<file path="config.mk">
export PLATFORM = sky130hd
export DESIGN_NAME = vtrc_core
export DESIGN_NICKNAME = d
export VERILOG_FILES = /design/src/hdl/vtrc_pkg.sv /design/src/hdl/vtrc_core.sv
export VERILOG_INCLUDE_DIRS = /design/src /design/src/hdl
export SDC_FILE = /design/constraint.sdc
export NUM_CORES = 1
export LEC_CHECK = 0
export ABC_AREA = 1
export BUFFER_PORTS_ARGS = -buffer_cell sky130_fd_sc_hd__buf_2
export CAP_MARGIN = 30
export CORE_MARGIN = 10
export CORE_UTILIZATION = 31
export DETAILED_ROUTE_END_ITERATION = 10
export GPL_TIMING_DRIVEN = 0
export PLACE_DENSITY_LB_ADDON = 0.05
export SLEW_MARGIN = 20
export SYNTH_ARGS = -nofsm -noshare
export SYNTH_HDL_FRONTEND = slang
export SYNTH_SLANG_ARGS = --single-unit
</file>
<file path="constraint.sdc">
create_clock -name ref_clk -period 24.7 [get_ports ref_clk]
set_input_delay 4.94 -clock ref_clk [delete_from_list [all_inputs] [get_ports ref_clk]]
set_output_delay 4.94 -clock ref_clk [all_outputs]
set_load 0.1 [all_outputs]
</file>
<file path="src/hdl/vtrc_map.svh">
// register map, field positions, reset values and encodings of the transmit retry and mode control
// assumes inclusion by bare name from the package and the core
`ifndef VTRC_MAP_SVH
`define VTRC_MAP_SVH
// =====================================================================
// global register offsets
`define VTRC_TX_CONTROL_ADDR 8'h01
`define VTRC_COMMAND_ADDR 8'h03
`define VTRC_LINE_STATE_ADDR 8'h04
`define VTRC_PROGRESS_ADDR 8'h05
`define VTRC_FAILURE_ADDR 8'h07
`define VTRC_IRQ_FLAGS_ADDR 8'h09
// =====================================================================
// channel register sets: base 0x40, four bytes per channel
`define VTRC_CH_WINDOW 2'h1
`define VTRC_CH_PTR_OFS 2'h2
`define VTRC_CH_LEN_OFS 2'h3
`define VTRC_NUM_CH 14
// =====================================================================
// command register fields
`define VTRC_CMD_BUS_ENABLE_BIT_BIT 0
`define VTRC_CMD_IDLE_BIT 1
`define VTRC_CMD_SLEEP_BIT 2
`define VTRC_CMD_REARB_BIT 3
`define VTRC_CMD_RESET 8'h02
// length and state fields: [7:3] length, 2 abort, 1 transmitted, 0 received
`define VTRC_LEN_ABORT_BIT 2
`define VTRC_LEN_TX_BIT 1
`define VTRC_LEN_RX_BIT 0
`define VTRC_CH_LEN_RESET 8'h03
`define VTRC_CH_PTR_RESET 8'h00
`define VTRC_TX_CONTROL_RESET 8'h00
// failure cause fields
`define VTRC_FAIL_CV_BIT 0
`define VTRC_FAIL_ACKNOWLEDGE_FAULT_FLAG_BIT 1
`define VTRC_FAIL_FRAME_CHECK_FAULT_FLAG_BIT 2
// interrupt flag field
`define VTRC_IRQ_TE_BIT 0
`endif

</file>
<file path="src/hdl/vtrc_pkg.sv">
// types shared by the transmit retry and mode control
// assumes the map header is on the include path
`include "vtrc_map.svh"
package vtrc_pkg;
	// =====================================================================
	// frame engine request and attempt outcome
	typedef struct packed {
		logic [3:0] chan; // channel that owns the attempt
		logic [6:0] ptr; // message area pointer, after linking
		logic [4:0] len; // message length, after linking
	} vtrc_req_s;
	typedef struct packed {
		logic contention; // lost arbitration, not a failure
		logic code_viol; // coding violation seen
		logic ack_fault; // no acknowledge
		logic crc_fault; // frame check failed
	} vtrc_result_s;
	typedef enum logic [1:0] {ST_PICK, ST_LAUNCH, ST_WAIT} vtrc_state_e;
	typedef enum logic [1:0] {PH_NONE, PH_DETOUR, PH_RESUME} vtrc_phase_e;
endpackage

</file>
<file path="src/hdl/vtrc_core.sv">
// transmit retry, rearbitrate, abort, operating mode and channel linking control
// assumes a serial host front end and a frame engine, both on ref_clk
`timescale 1ns/10ps
`include "vtrc_map.svh"
// Overview of operation
// RULE_01: load retry counter when channel transmission starts
// RULE_02: count failures; exhausted sets error flag, stops
// RULE_03: value N gives N plus one attempts
// RULE_04: progress register shows retries and channel
// RULE_05: record failure cause: violation, acknowledge, crc
// RULE_06: contention never decrements the retry counter
// RULE_07: one shared counter, latest maximum used
// RULE_08: retry, rearbitrate, abort only for producer channels
// RULE_09: rearbitrate lets higher channel go, then resumes
// RULE_10: idle entered only after pending attempts end
// RULE_11: disabled postponed channel passes to next valid
// RULE_12: host aborts by setting channel abort bit
// RULE_13: abort only untransmitted; completion sets transmitted flag
// RULE_14: reset leaves idle, clock running, transmit tri-stated
// RULE_15: host activates: set enable, clear idle
// RULE_16: line state shows current idle state
// RULE_17: sleep overrides, stops clock and host access
// RULE_18: sleep left only through reset
// RULE_19: zero length marks channel linked via pointer
// RULE_20: linked channel uses target pointer and length
// RULE_21: host links only one level deep
// RULE_22: linked channels keep other settings independent
// RULE_23: lowest ready channel number wins priority
module vtrc_core
	import vtrc_pkg::*;
(
	input wire logic ref_clk,
	input wire logic rst,
	input wire logic reg_wr, // host write strobe, one cycle
	input wire logic reg_rd, // host read strobe, one cycle
	input wire logic [7:0] reg_addr,
	input wire logic [7:0] reg_wdata,
	output logic [7:0] reg_rdata, // valid the cycle after reg_rd
	input wire logic [13:0] chan_producer, // channel acts as frame producer
	output logic tx_start, // one-cycle attempt launch pulse
	output vtrc_req_s tx_req, // held while attempt runs
	input wire logic att_done, // one-cycle end of attempt
	input wire vtrc_result_s att_result, // outcome with att_done
	output logic txd_oe_n, // bus transmit drive, low while driven
	output logic osc_run, // oscillator running
	output logic buffered_clock_output // clock output enable
);
	// =====================================================================
	// register storage
	logic [3:0] max_retry_field_reg; // maximum retry value
	logic [7:0] cmd_reg; // activate, idle, sleep; the rearbitrate bit is not stored
	logic [2:0] fail_reg; // last failure cause
	logic te_reg; // transmit failure event flag
	logic [3:0] retry_cnt_reg; // shared retry down-counter
	logic [3:0] retries_done_reg; // retries performed so far
	logic [6:0] ptr_reg [0:13]; // message pointers
	logic [4:0] len_reg [0:13]; // message lengths
	logic [13:0] channel_abort_error_bit;
	logic [13:0] channel_transmitted_flag;
	logic [13:0] channel_received_flag;
	logic idle_mode_reg; // device idle
	logic sleep_reg; // device asleep
	vtrc_state_e state_reg;
	vtrc_phase_e phase_reg;
	logic [3:0] cur_ch_reg; // channel in transmission
	logic [3:0] post_ch_reg; // postponed channel
	logic rearb_pend_reg; // rearbitrate requested
	logic [13:0] abort_vec; // abort completing on an idle channel, per channel

	// =====================================================================
	// host decode; nothing reaches the registers while asleep
	logic wr_ok;
	logic rd_ok;
	logic ch_hit;
	logic [3:0] ch_idx;
	assign wr_ok = reg_wr && !sleep_reg; // RULE_17
	assign rd_ok = reg_rd && !sleep_reg; // RULE_17
	assign ch_idx = reg_addr[5:2];
	assign ch_hit = (reg_addr[7:6] == `VTRC_CH_WINDOW) && (ch_idx < 4'(`VTRC_NUM_CH));

	// =====================================================================
	// attempt end classification
	logic failed; // counted failure
	logic exhausted; // counted failure with no retries left
	logic cur_done; // current channel ends, successfully or not
	logic cur_abort; // current channel aborted at this attempt end
	logic retry_same; // current channel launches again
	assign failed = att_done && !att_result.contention
		&& (att_result.code_viol || att_result.ack_fault || att_result.crc_fault); // RULE_06
	assign exhausted = failed && (retry_cnt_reg == 4'h0); // RULE_03
	assign cur_abort = att_done && channel_abort_error_bit[cur_ch_reg];
	assign cur_done = att_done && (!failed && !att_result.contention || exhausted || cur_abort);
	assign retry_same = att_done && !cur_done;

	// =====================================================================
	// readiness and lowest-number pick, optionally skipping the postponed channel
	logic [13:0] ready;
	logic [3:0] pick_ch;
	logic pick_ok;
	assign ready = chan_producer & ~channel_transmitted_flag & ~channel_abort_error_bit; // RULE_08
	always_comb begin
		pick_ok = 1'b0;
		pick_ch = 4'h0;
		for (int i = `VTRC_NUM_CH - 1; i >= 0; i--) begin
			if (ready[i] && !(phase_reg == PH_DETOUR && post_ch_reg == 4'(i))) begin
				pick_ok = 1'b1; // RULE_23
				pick_ch = 4'(i);
			end
		end
	end
	logic go; // a channel is launched from the pick state
	logic [3:0] go_ch;
	always_comb begin
		go = 1'b0;
		go_ch = pick_ch;
		if (state_reg == ST_PICK && !idle_mode_reg) begin
			if (phase_reg == PH_RESUME && ready[post_ch_reg]) begin
				go = 1'b1; // RULE_09
				go_ch = post_ch_reg;
			end else begin
				go = pick_ok; // RULE_11
			end
		end
	end

	// =====================================================================
	// linked channel resolution: zero length borrows the target's area
	logic [3:0] link_ch;
	assign link_ch = (len_reg[go_ch] == 5'h00) ? ptr_reg[go_ch][3:0] : go_ch; // RULE_19

	// =====================================================================
	// transmit sequencer
	always_ff @(posedge ref_clk or posedge rst) begin
		if (rst) begin
			state_reg <= ST_PICK;
			cur_ch_reg <= 4'h0;
			tx_req <= '0;
			tx_start <= 1'b0;
		end else begin
			tx_start <= 1'b0;
			case (state_reg)
				ST_PICK: begin
					if (go) begin
						cur_ch_reg <= go_ch;
						tx_req.chan <= go_ch; // RULE_22
						tx_req.ptr <= ptr_reg[link_ch]; // RULE_20
						tx_req.len <= len_reg[link_ch]; // RULE_20
						state_reg <= ST_LAUNCH;
					end
				end
				ST_LAUNCH: begin
					tx_start <= 1'b1;
					state_reg <= ST_WAIT;
				end
				ST_WAIT: begin
					if (att_done) begin
						if (retry_same && !(rearb_pend_reg && phase_reg == PH_NONE)) begin
							state_reg <= ST_LAUNCH;
						end else begin
							state_reg <= ST_PICK; // RULE_09
						end
					end
				end
				default: state_reg <= ST_PICK;
			endcase
		end
	end

	// =====================================================================
	// rearbitrate bookkeeping
	always_ff @(posedge ref_clk or posedge rst) begin
		if (rst) begin
			phase_reg <= PH_NONE;
			post_ch_reg <= 4'h0;
			rearb_pend_reg <= 1'b0;
		end else begin
			if (wr_ok && reg_addr == `VTRC_COMMAND_ADDR && reg_wdata[`VTRC_CMD_REARB_BIT]
				&& state_reg != ST_PICK && chan_producer[cur_ch_reg]) begin
				rearb_pend_reg <= 1'b1; // RULE_08
			end else if (att_done || state_reg == ST_PICK) begin
				rearb_pend_reg <= 1'b0;
			end
			if (state_reg == ST_WAIT && retry_same && rearb_pend_reg && phase_reg == PH_NONE) begin
				post_ch_reg <= cur_ch_reg; // RULE_09
				phase_reg <= PH_DETOUR;
			end else if (state_reg == ST_PICK && phase_reg == PH_DETOUR && !go && !idle_mode_reg) begin
				phase_reg <= PH_RESUME;
			end else if (state_reg == ST_WAIT && cur_done && phase_reg == PH_DETOUR) begin
				phase_reg <= PH_RESUME;
			end else if (state_reg == ST_PICK && phase_reg == PH_RESUME && !idle_mode_reg) begin
				phase_reg <= PH_NONE; // RULE_11
			end
		end
	end

	// =====================================================================
	// shared retry counter and retries performed
	always_ff @(posedge ref_clk or posedge rst) begin
		if (rst) begin
			retry_cnt_reg <= 4'h0;
			retries_done_reg <= 4'h0;
		end else if (go) begin
			retry_cnt_reg <= max_retry_field_reg; // RULE_01 RULE_07
			retries_done_reg <= 4'h0;
		end else if (state_reg == ST_WAIT && failed && !exhausted) begin
			retry_cnt_reg <= retry_cnt_reg - 4'h1; // RULE_02
			retries_done_reg <= retries_done_reg + 4'h1; // RULE_04
		end
	end

	// =====================================================================
	// failure cause and transmit failure event, hardware set wins
	always_ff @(posedge ref_clk or posedge rst) begin
		if (rst) begin
			fail_reg <= 3'h0;
		end else if (failed) begin
			fail_reg <= {att_result.crc_fault, att_result.ack_fault, att_result.code_viol}; // RULE_05
		end
	end
	always_ff @(posedge ref_clk or posedge rst) begin
		if (rst) begin
			te_reg <= 1'b0;
		end else if (state_reg == ST_WAIT && exhausted) begin
			te_reg <= 1'b1; // RULE_02
		end else if (wr_ok && reg_addr == `VTRC_IRQ_FLAGS_ADDR && reg_wdata[`VTRC_IRQ_TE_BIT]) begin
			te_reg <= 1'b0;
		end
	end

	// =====================================================================
	// global host registers
	always_ff @(posedge ref_clk or posedge rst) begin
		if (rst) begin
			max_retry_field_reg <= 4'(`VTRC_TX_CONTROL_RESET);
			cmd_reg <= `VTRC_CMD_RESET;
			sleep_reg <= 1'b0;
		end else begin
			if (wr_ok && reg_addr == `VTRC_TX_CONTROL_ADDR) begin
				max_retry_field_reg <= reg_wdata[3:0]; // RULE_07
			end
			if (wr_ok && reg_addr == `VTRC_COMMAND_ADDR) begin
				cmd_reg <= {5'h00, reg_wdata[2:0]}; // RULE_15
				if (reg_wdata[`VTRC_CMD_SLEEP_BIT]) begin
					sleep_reg <= 1'b1; // RULE_17 RULE_18
				end
			end
		end
	end

	// =====================================================================
	// idle mode follows the command only between attempts
	always_ff @(posedge ref_clk or posedge rst) begin
		if (rst) begin
			idle_mode_reg <= 1'b1; // RULE_14
		end else if (!cmd_reg[`VTRC_CMD_BUS_ENABLE_BIT_BIT] || cmd_reg[`VTRC_CMD_IDLE_BIT] || sleep_reg) begin
			if (state_reg == ST_PICK && !go && phase_reg == PH_NONE) begin
				idle_mode_reg <= 1'b1; // RULE_10
			end
		end else begin
			idle_mode_reg <= 1'b0; // RULE_15
		end
	end
	// sleep stops driving at once, without waiting for the attempt to end
	assign txd_oe_n = idle_mode_reg || sleep_reg; // RULE_14 RULE_17
	assign osc_run = !sleep_reg; // RULE_17
	assign buffered_clock_output = !sleep_reg; // RULE_14 RULE_17

	// =====================================================================
	// per-channel register sets
	for (genvar c = 0; c < `VTRC_NUM_CH; c++) begin : g_ch
		logic wr_ptr;
		logic wr_len;
		logic abort_now; // abort completes on an idle channel
		logic end_here; // this channel's transmission ends now
		assign wr_ptr = wr_ok && ch_hit && ch_idx == 4'(c) && reg_addr[1:0] == `VTRC_CH_PTR_OFS;
		assign wr_len = wr_ok && ch_hit && ch_idx == 4'(c) && reg_addr[1:0] == `VTRC_CH_LEN_OFS;
		assign abort_now = channel_abort_error_bit[c] && chan_producer[c] && !channel_transmitted_flag[c]
			&& !(state_reg != ST_PICK && cur_ch_reg == 4'(c)); // RULE_13
		assign end_here = state_reg == ST_WAIT && cur_done && cur_ch_reg == 4'(c);
		assign abort_vec[c] = abort_now; // RULE_13
		always_ff @(posedge ref_clk or posedge rst) begin
			if (rst) begin
				ptr_reg[c] <= 7'(`VTRC_CH_PTR_RESET);
			end else if (wr_ptr) begin
				ptr_reg[c] <= reg_wdata[6:0]; // RULE_19
			end
		end
		always_ff @(posedge ref_clk or posedge rst) begin
			if (rst) begin
				len_reg[c] <= 5'(`VTRC_CH_LEN_RESET >> 3);
				channel_abort_error_bit[c] <= 1'b0;
				channel_transmitted_flag[c] <= 1'b1;
				channel_received_flag[c] <= 1'b1;
			end else begin
				if (wr_len) begin
					len_reg[c] <= reg_wdata[7:3];
					channel_abort_error_bit[c] <= reg_wdata[`VTRC_LEN_ABORT_BIT]; // RULE_12
					channel_received_flag[c] <= reg_wdata[`VTRC_LEN_RX_BIT];
				end
				if (end_here || abort_now) begin
					channel_transmitted_flag[c] <= 1'b1; // RULE_02 RULE_13
				end else if (wr_len) begin
					channel_transmitted_flag[c] <= reg_wdata[`VTRC_LEN_TX_BIT];
				end
			end
		end
	end

	// =====================================================================
	// host read data
	always_ff @(posedge ref_clk or posedge rst) begin
		if (rst) begin
			reg_rdata <= 8'h00;
		end else if (rd_ok) begin
			reg_rdata <= 8'h00;
			if (ch_hit && reg_addr[1:0] == `VTRC_CH_PTR_OFS) begin
				reg_rdata <= {1'b0, ptr_reg[ch_idx]};
			end else if (ch_hit && reg_addr[1:0] == `VTRC_CH_LEN_OFS) begin
				reg_rdata <= {len_reg[ch_idx], channel_abort_error_bit[ch_idx],
					channel_transmitted_flag[ch_idx], channel_received_flag[ch_idx]};
			end else begin
				case (reg_addr)
					`VTRC_TX_CONTROL_ADDR: reg_rdata <= {4'h0, max_retry_field_reg};
					`VTRC_COMMAND_ADDR: reg_rdata <= cmd_reg;
					`VTRC_LINE_STATE_ADDR: reg_rdata <= {7'h00, idle_mode_reg}; // RULE_16
					`VTRC_PROGRESS_ADDR: reg_rdata <= {retries_done_reg, cur_ch_reg}; // RULE_04
					`VTRC_FAILURE_ADDR: reg_rdata <= {5'h00, fail_reg};
					`VTRC_IRQ_FLAGS_ADDR: reg_rdata <= {7'h00, te_reg};
					default: reg_rdata <= 8'h00;
				endcase
			end
		end
	end
endmodule

</file>
### Yosys cells after proc, flatten, opt, wreduce, memory -nomap -nowiden

Index checks and enable logic that the tools add are counted.

* input port bits: 39
* output and inout port bits: 28
* word-level logic and storage cells: 552
* register bits after elaboration: 265

* equality and inequality tests: 55
* multiplexer cells: 113
* $add $sub $neg: 2
* reduce and logical (&&, ||, !) cells: 281
* order comparisons: 7
* bitwise operators: 7

Operators with widths (count)
* $logic_and A1 B1 Y1: 179
* $mux W4: 23
* $bmux W7 S4: 3
* $eq A4 B4 Y1 const B: 18
* $bmux W5 S4: 3
* $mux W1: 58
* $logic_not A1 Y1: 51
* $eq A4 B3 Y1 const B: 12
* $pmux W8 S6: 1
* $reduce_bool A2 Y1: 18
* $mux W5: 6
* $and A14 B14 Y14: 2
* $mux W7: 4
* $not A14 Y14: 2
* $bmux W1 S4: 6
* $eq A4 B2 Y1 const B: 6
* $eq A8 B3 Y1 const B: 3
* $logic_or A1 B1 Y1: 22
* $logic_not A4 Y1: 4
* $mux W8: 2
* $ge A5 B5 Y1 const B: 3
* $lt A4 B5 Y1 const B: 3
* $not A4 Y5: 3
* $eq A4 B1 Y1 const B: 3
* other kinds (16): 30

### Longest topological paths before layout

* word-level depth: 30
* mapped depth: 38
* gate-level depth less buffers: 36

### Worst setup path after synthesis

No wires, ideal clock.

* path kind: input to register
* start: in chan_producer[13]
* end: reg tx_req[9] (netlist bit)
* cell stages on the path: 27
* path buffers: 2
* required time: 24580 ps
* setup time: 120 ps
* slack: 17081 ps
* arrival: 7499 ps
* cells stage by stage: inv_1 > nor3_1 > nand2_1 > nand3_1 > nand3_1 > nor2_1 > nand3_2 > nand2_1 > inv_2 > nand2_4 > nand2_8 > buf_6 > o21ai_1 > nor2_2 > nor2_2 > nand2_2 > nand3_4 > nand3_2 > nand2_2 > inv_2 > nor2_2 > buf_2 > nand3_1 > nand3_1 > nand2_1 > nand2_1 > nand2_1

* word-level cells in the longest chain between the ends: 29
* elaborated cells between the ends (all ways): 52
* classes of those cells: mux (44); bitwise (4); reduce/logical (4)

RTL lines
* start: declaration: RTL line vtrc_core.sv:39 `input wire logic [13:0] chan_producer,`
* $and A14 B14 Y14 * (2 in series): RTL line vtrc_core.sv:100 `assign ready = chan_producer & ~channel_transmitted_flag & ~channel_abort_error_bit;`
* $logic_and A1 B1 Y1: RTL line vtrc_core.sv:105 `if (ready[i] && !(phase_reg == PH_DETOUR && post_ch_reg == 4'(i))) begin`
* $mux W4 (14 in series): RTL line vtrc_core.sv:105
* $mux W4: RTL line vtrc_core.sv:117 `if (phase_reg == PH_RESUME && ready[post_ch_reg]) begin`
* $mux W4: RTL line vtrc_core.sv:116 `if (state_reg == ST_PICK && !idle_mode_reg) begin`
* $not A4 Y5 (implied by the code): RTL line vtrc_core.sv:129 `assign link_ch = (len_reg[go_ch] == 5'h00) ? ptr_reg[go_ch][3:0] : go_ch;`
* $bmux W5 S4: RTL line vtrc_core.sv:129
* $mux W5 (implied by the code) (2 in series): RTL line vtrc_core.sv:129
* $logic_not A5 Y1: RTL line vtrc_core.sv:129
* $mux W4: RTL line vtrc_core.sv:129
* $not A4 Y5 (implied by the code): RTL line vtrc_core.sv:146 `tx_req.ptr <= ptr_reg[link_ch];`
* $bmux W7 S4: RTL line vtrc_core.sv:146
* $mux W7 (implied by the code) (2 in series): RTL line vtrc_core.sv:146
* end: declaration: RTL line vtrc_core.sv:41 `output vtrc_req_s tx_req,`

Every way passes the cells marked *; elsewhere a longest branch is shown, timed or not. The select of a mux whose other input is x is not followed.
A chain may end at the register's enable or synchronous reset.

### Worst setup path after layout

Ends and elaborated chain as after synthesis.

==> impl_metrics.py <==
metrics = {
    "timing": {
        "hold_viol": 0,
        "fmax_ghz": 0.108,
        "worst_hold_slack_ns": 0.471,
        "maxSlewViolCount": 0,
        "finClkSkew_ns": 0.0187,
        "fin_ws_ns": 15.45,
        "setup_tns_ns": 0,
        "relSlewSlack": 0.253,
        "setup_viol_count_final": 0,
        "period_needed_ns": 9.25,
        "min_period_over_period": 0.374,
        "rsz0062_at_grt": "false",
        "worst_pin_slew_ns": 1.12,
    },
    "power_and_ir_drop": {
        "power_mw": 2.01,
        "comb_power_share": 0.513,
        "p_leak_nw": 7.99,
        "p_per_area_nw_per_um2": 111,
        "p_int_mw": 1.01,
        "power_frac_seq": 0.236,
        "switchingPower_mw": 1.01,
        "peakVddDrop_mv": 0.0920,
        "switching_share": 0.499,
        "power_frac_clock": 0.251,
    },
    "yosys": {
        "ys_ff_latch": 265,
        "synth_edf_count": 0,
        "syn_area_per_cell_um2": 7.25,
        "yosysWarnings": 0,
        "syn_inst": 2163,
        "synthTopCellsByArea": "dfrtp_1 (38%), nand2_1 (15%), o21ai_0 (8.9%), nand3_1 (7.9%), dfstp_2 (5.0%)",
        "synth_top_cell_by_area": "dfrtp_1",
        "yosysTopAreaCellShare": 0.375,
        "yosysMostFrequentCell": "nand2_1",
        "syn_nets": 2205,
        "synthTopCellsByCount": "nand2_1 (629), o21ai_0 (279), nand3_1 (246), dfrtp_1 (235), inv_1 (190)",
        "ys_seq_area_frac": 0.425,
        "ys.flop_type": "dfrtp_1",
        "syn_area_um2": 15700,
        "synthArstFlopShare": 1.00,
        "ys_types": 59,
    },
    "clock_network": {
        "cts_buffer_depth": 3,
        "cts_made_buffers": 34,
        "cts_tree": "done",
        "cts-root-buf": "clkbuf_16",
        "post-cts-setup-buffers": 0,
        "h-tree-depth": 2,
        "cts_hold_buf": 0,
        "clk_latency_ns": 0.55,
        "clk_pin_slew_worst_paths_ns": 0.06,
        "cts_resized": 0,
        "cts.sinks": 265,
    },
    "route": {
        "drc": 0,
        "via_per_inst": 5.59,
        "routed.top_layer": "met5",
        "wl_met1_um": 37300,
        "via_count": 16665,
        "routedWlPerCell_um": 26.7,
        "wl_um": 79600,
        "drt-pass1-iter-count": 6,
        "wl_met3_um": 7150,
        "wl_met2_um": 32800,
        "postRouteAntennaNets": 0,
        "drt_iter0_drc": 1998,
    },
    "finish": {
        "fin_cells": 2979,
        "drive_gt1_frac": 0.111,
        "finalCoreUtilization": 0.364,
        "synthToLayoutAreaGrowth_pct": 16.2,
        "design_area_um2": 18200,
        "multi_input_area_um2": 7660,
        "fin_nets": 2323,
        "fill_cells": 5486,
        "register_area_um2": 6670,
        "largest_reg_flops": 98,
    },
    "floorplanning": {
        "core_area_um2": 50100,
        "fp-row-count": 82,
        "die_h_um": 245,
        "die_w_um": 245,
        "ioPinCount": 67,
        "die_area_um2": 60000,
        "start_util": 0.313,
    },
    "place": {
        "dp_cells": 2913,
        "pre_cts_ws_ns": 15.13,
        "place_congestion": 0.968,
        "dp_hpwl_um": 60700,
        "port_buffers": 66,
        "dpl_cell_area_um2": 17000,
    },
    "status": {
        "outcome": "completed",
    },
    "global_routing": {
        "antenna_found_initial": 4,
        "grt_max_degree": 101,
        "grt_pass1_vias": 15831,
        "grt_usage": 0.261,
        "grt_first_pass_wirelength_um": 115000,
        "overflow": 0,
    },
    "worst_setup_path": {
        "endpoint_kind": "register",
        "required_ns": 25.14,
        "ff2ff_path_depth": 20,
        "timing.critical_path.from_type": "input pin",
        "critPathKind": "in2reg",
        "worstPathArrival_ns": 9.68,
        "worst-path-max-fanout": 10,
    },
    "flow_run": {
        "cap_viol_max_count": 0,
    },
    "worst_hold_path": {
        "whs_path_depth": 1,
        "hp-class": "reg2reg",
    },
}
-- layout make-up --
cell class,instances,share of cell area
Sequential cell,265,0.366
Timing Repair Buffer,82,0.0303
Antenna cell,1,0.000137
Clock inverter,7,0.00343
Multi-Input combinational cell,1571,0.420
Inverter,209,0.0435
Tap cell,672,0.0462
Buffer,118,0.0313
Clock buffer,54,0.0587
-- power groups by stage --
stage,clock network [mW],logic (mW),registers [mW]
CTS,0.517,0.989,0.476
finish,0.506,1.03,0.475
detailed placement,0,0.985,0.483
floorplan,0,0.535,0.561
global route,0.535,1.08,0.478
global placement,0,0.985,0.483
-- worst max-delay path, stage by stage --
cell and delay (ns):
buf_2 0.11, inv_1 0.05, nor3_1 0.40, nand2_1 0.10, nand3_1 0.09, nand3_1 0.09
nor2_1 0.23, nand3_2 0.20, o21ai_1 0.45, clkbuf_1 0.80, o21ai_1 0.15, nand2_1 0.10
nand2_1 0.08, nand2_2 0.18, nand3_2 0.30, nand2_2 0.20, inv_2 0.08, nor2_2 0.09
buf_2 0.34, nand3_1 0.14, nand3_1 0.26, nand2_1 0.15, nand2_1 0.09, nand2_1 0.05
-- cell usage in the layout, fill, tap and decap left out, types with 37 or more instances in the layout --
cell and count:
nand2_1 629, o21ai_0 279, nand3_1 246, dfrtp_1 235, inv_1 189, nor2_1 96
buf_2 90, clkbuf_1 82, o22ai_1 53, a22oi_1 49, clkbuf_16 37
-- path summary, 6_finish.rpt --
kind                                        start                          to  slack, ns
min in group asynchronous                     rst  channel_abort_error_bit[6]       4.47
worst min register to register       state_reg[1]                    tx_start       0.47
worst max-delay path            chan_producer[13]                   tx_req[9]      15.45
max in group asynchronous                     rst                   tx_req[8]      19.26
worst min-delay path                 state_reg[1]                    tx_start       0.47
worst max register to register       state_reg[0]                   tx_req[9]      19.17
-- cells by family after synthesis --
logic type,after synthesis,synth area share
and+or+nand+nor,1050,0.288
AOI/OAI and AO/OA,511,0.193
buffers and inverters,327,0.0864
DFF,265,0.425
xor gates and xnor gates,4,0.00223
muxes,3,0.00215
adders and majority gates,3,0.00239
-- layer usage --
| metal | global-route usage | up-vias |
|---|---|---|
| met2 | 0.373 | 795 |
| li1 | - | 7570 |
| met1 | 0.377 | 8176 |
| met5 | 0 | - |
| met4 | 0.0842 | 4 |
| met3 | 0.0643 | 120 |
Power figures use the tool's default switching activity.
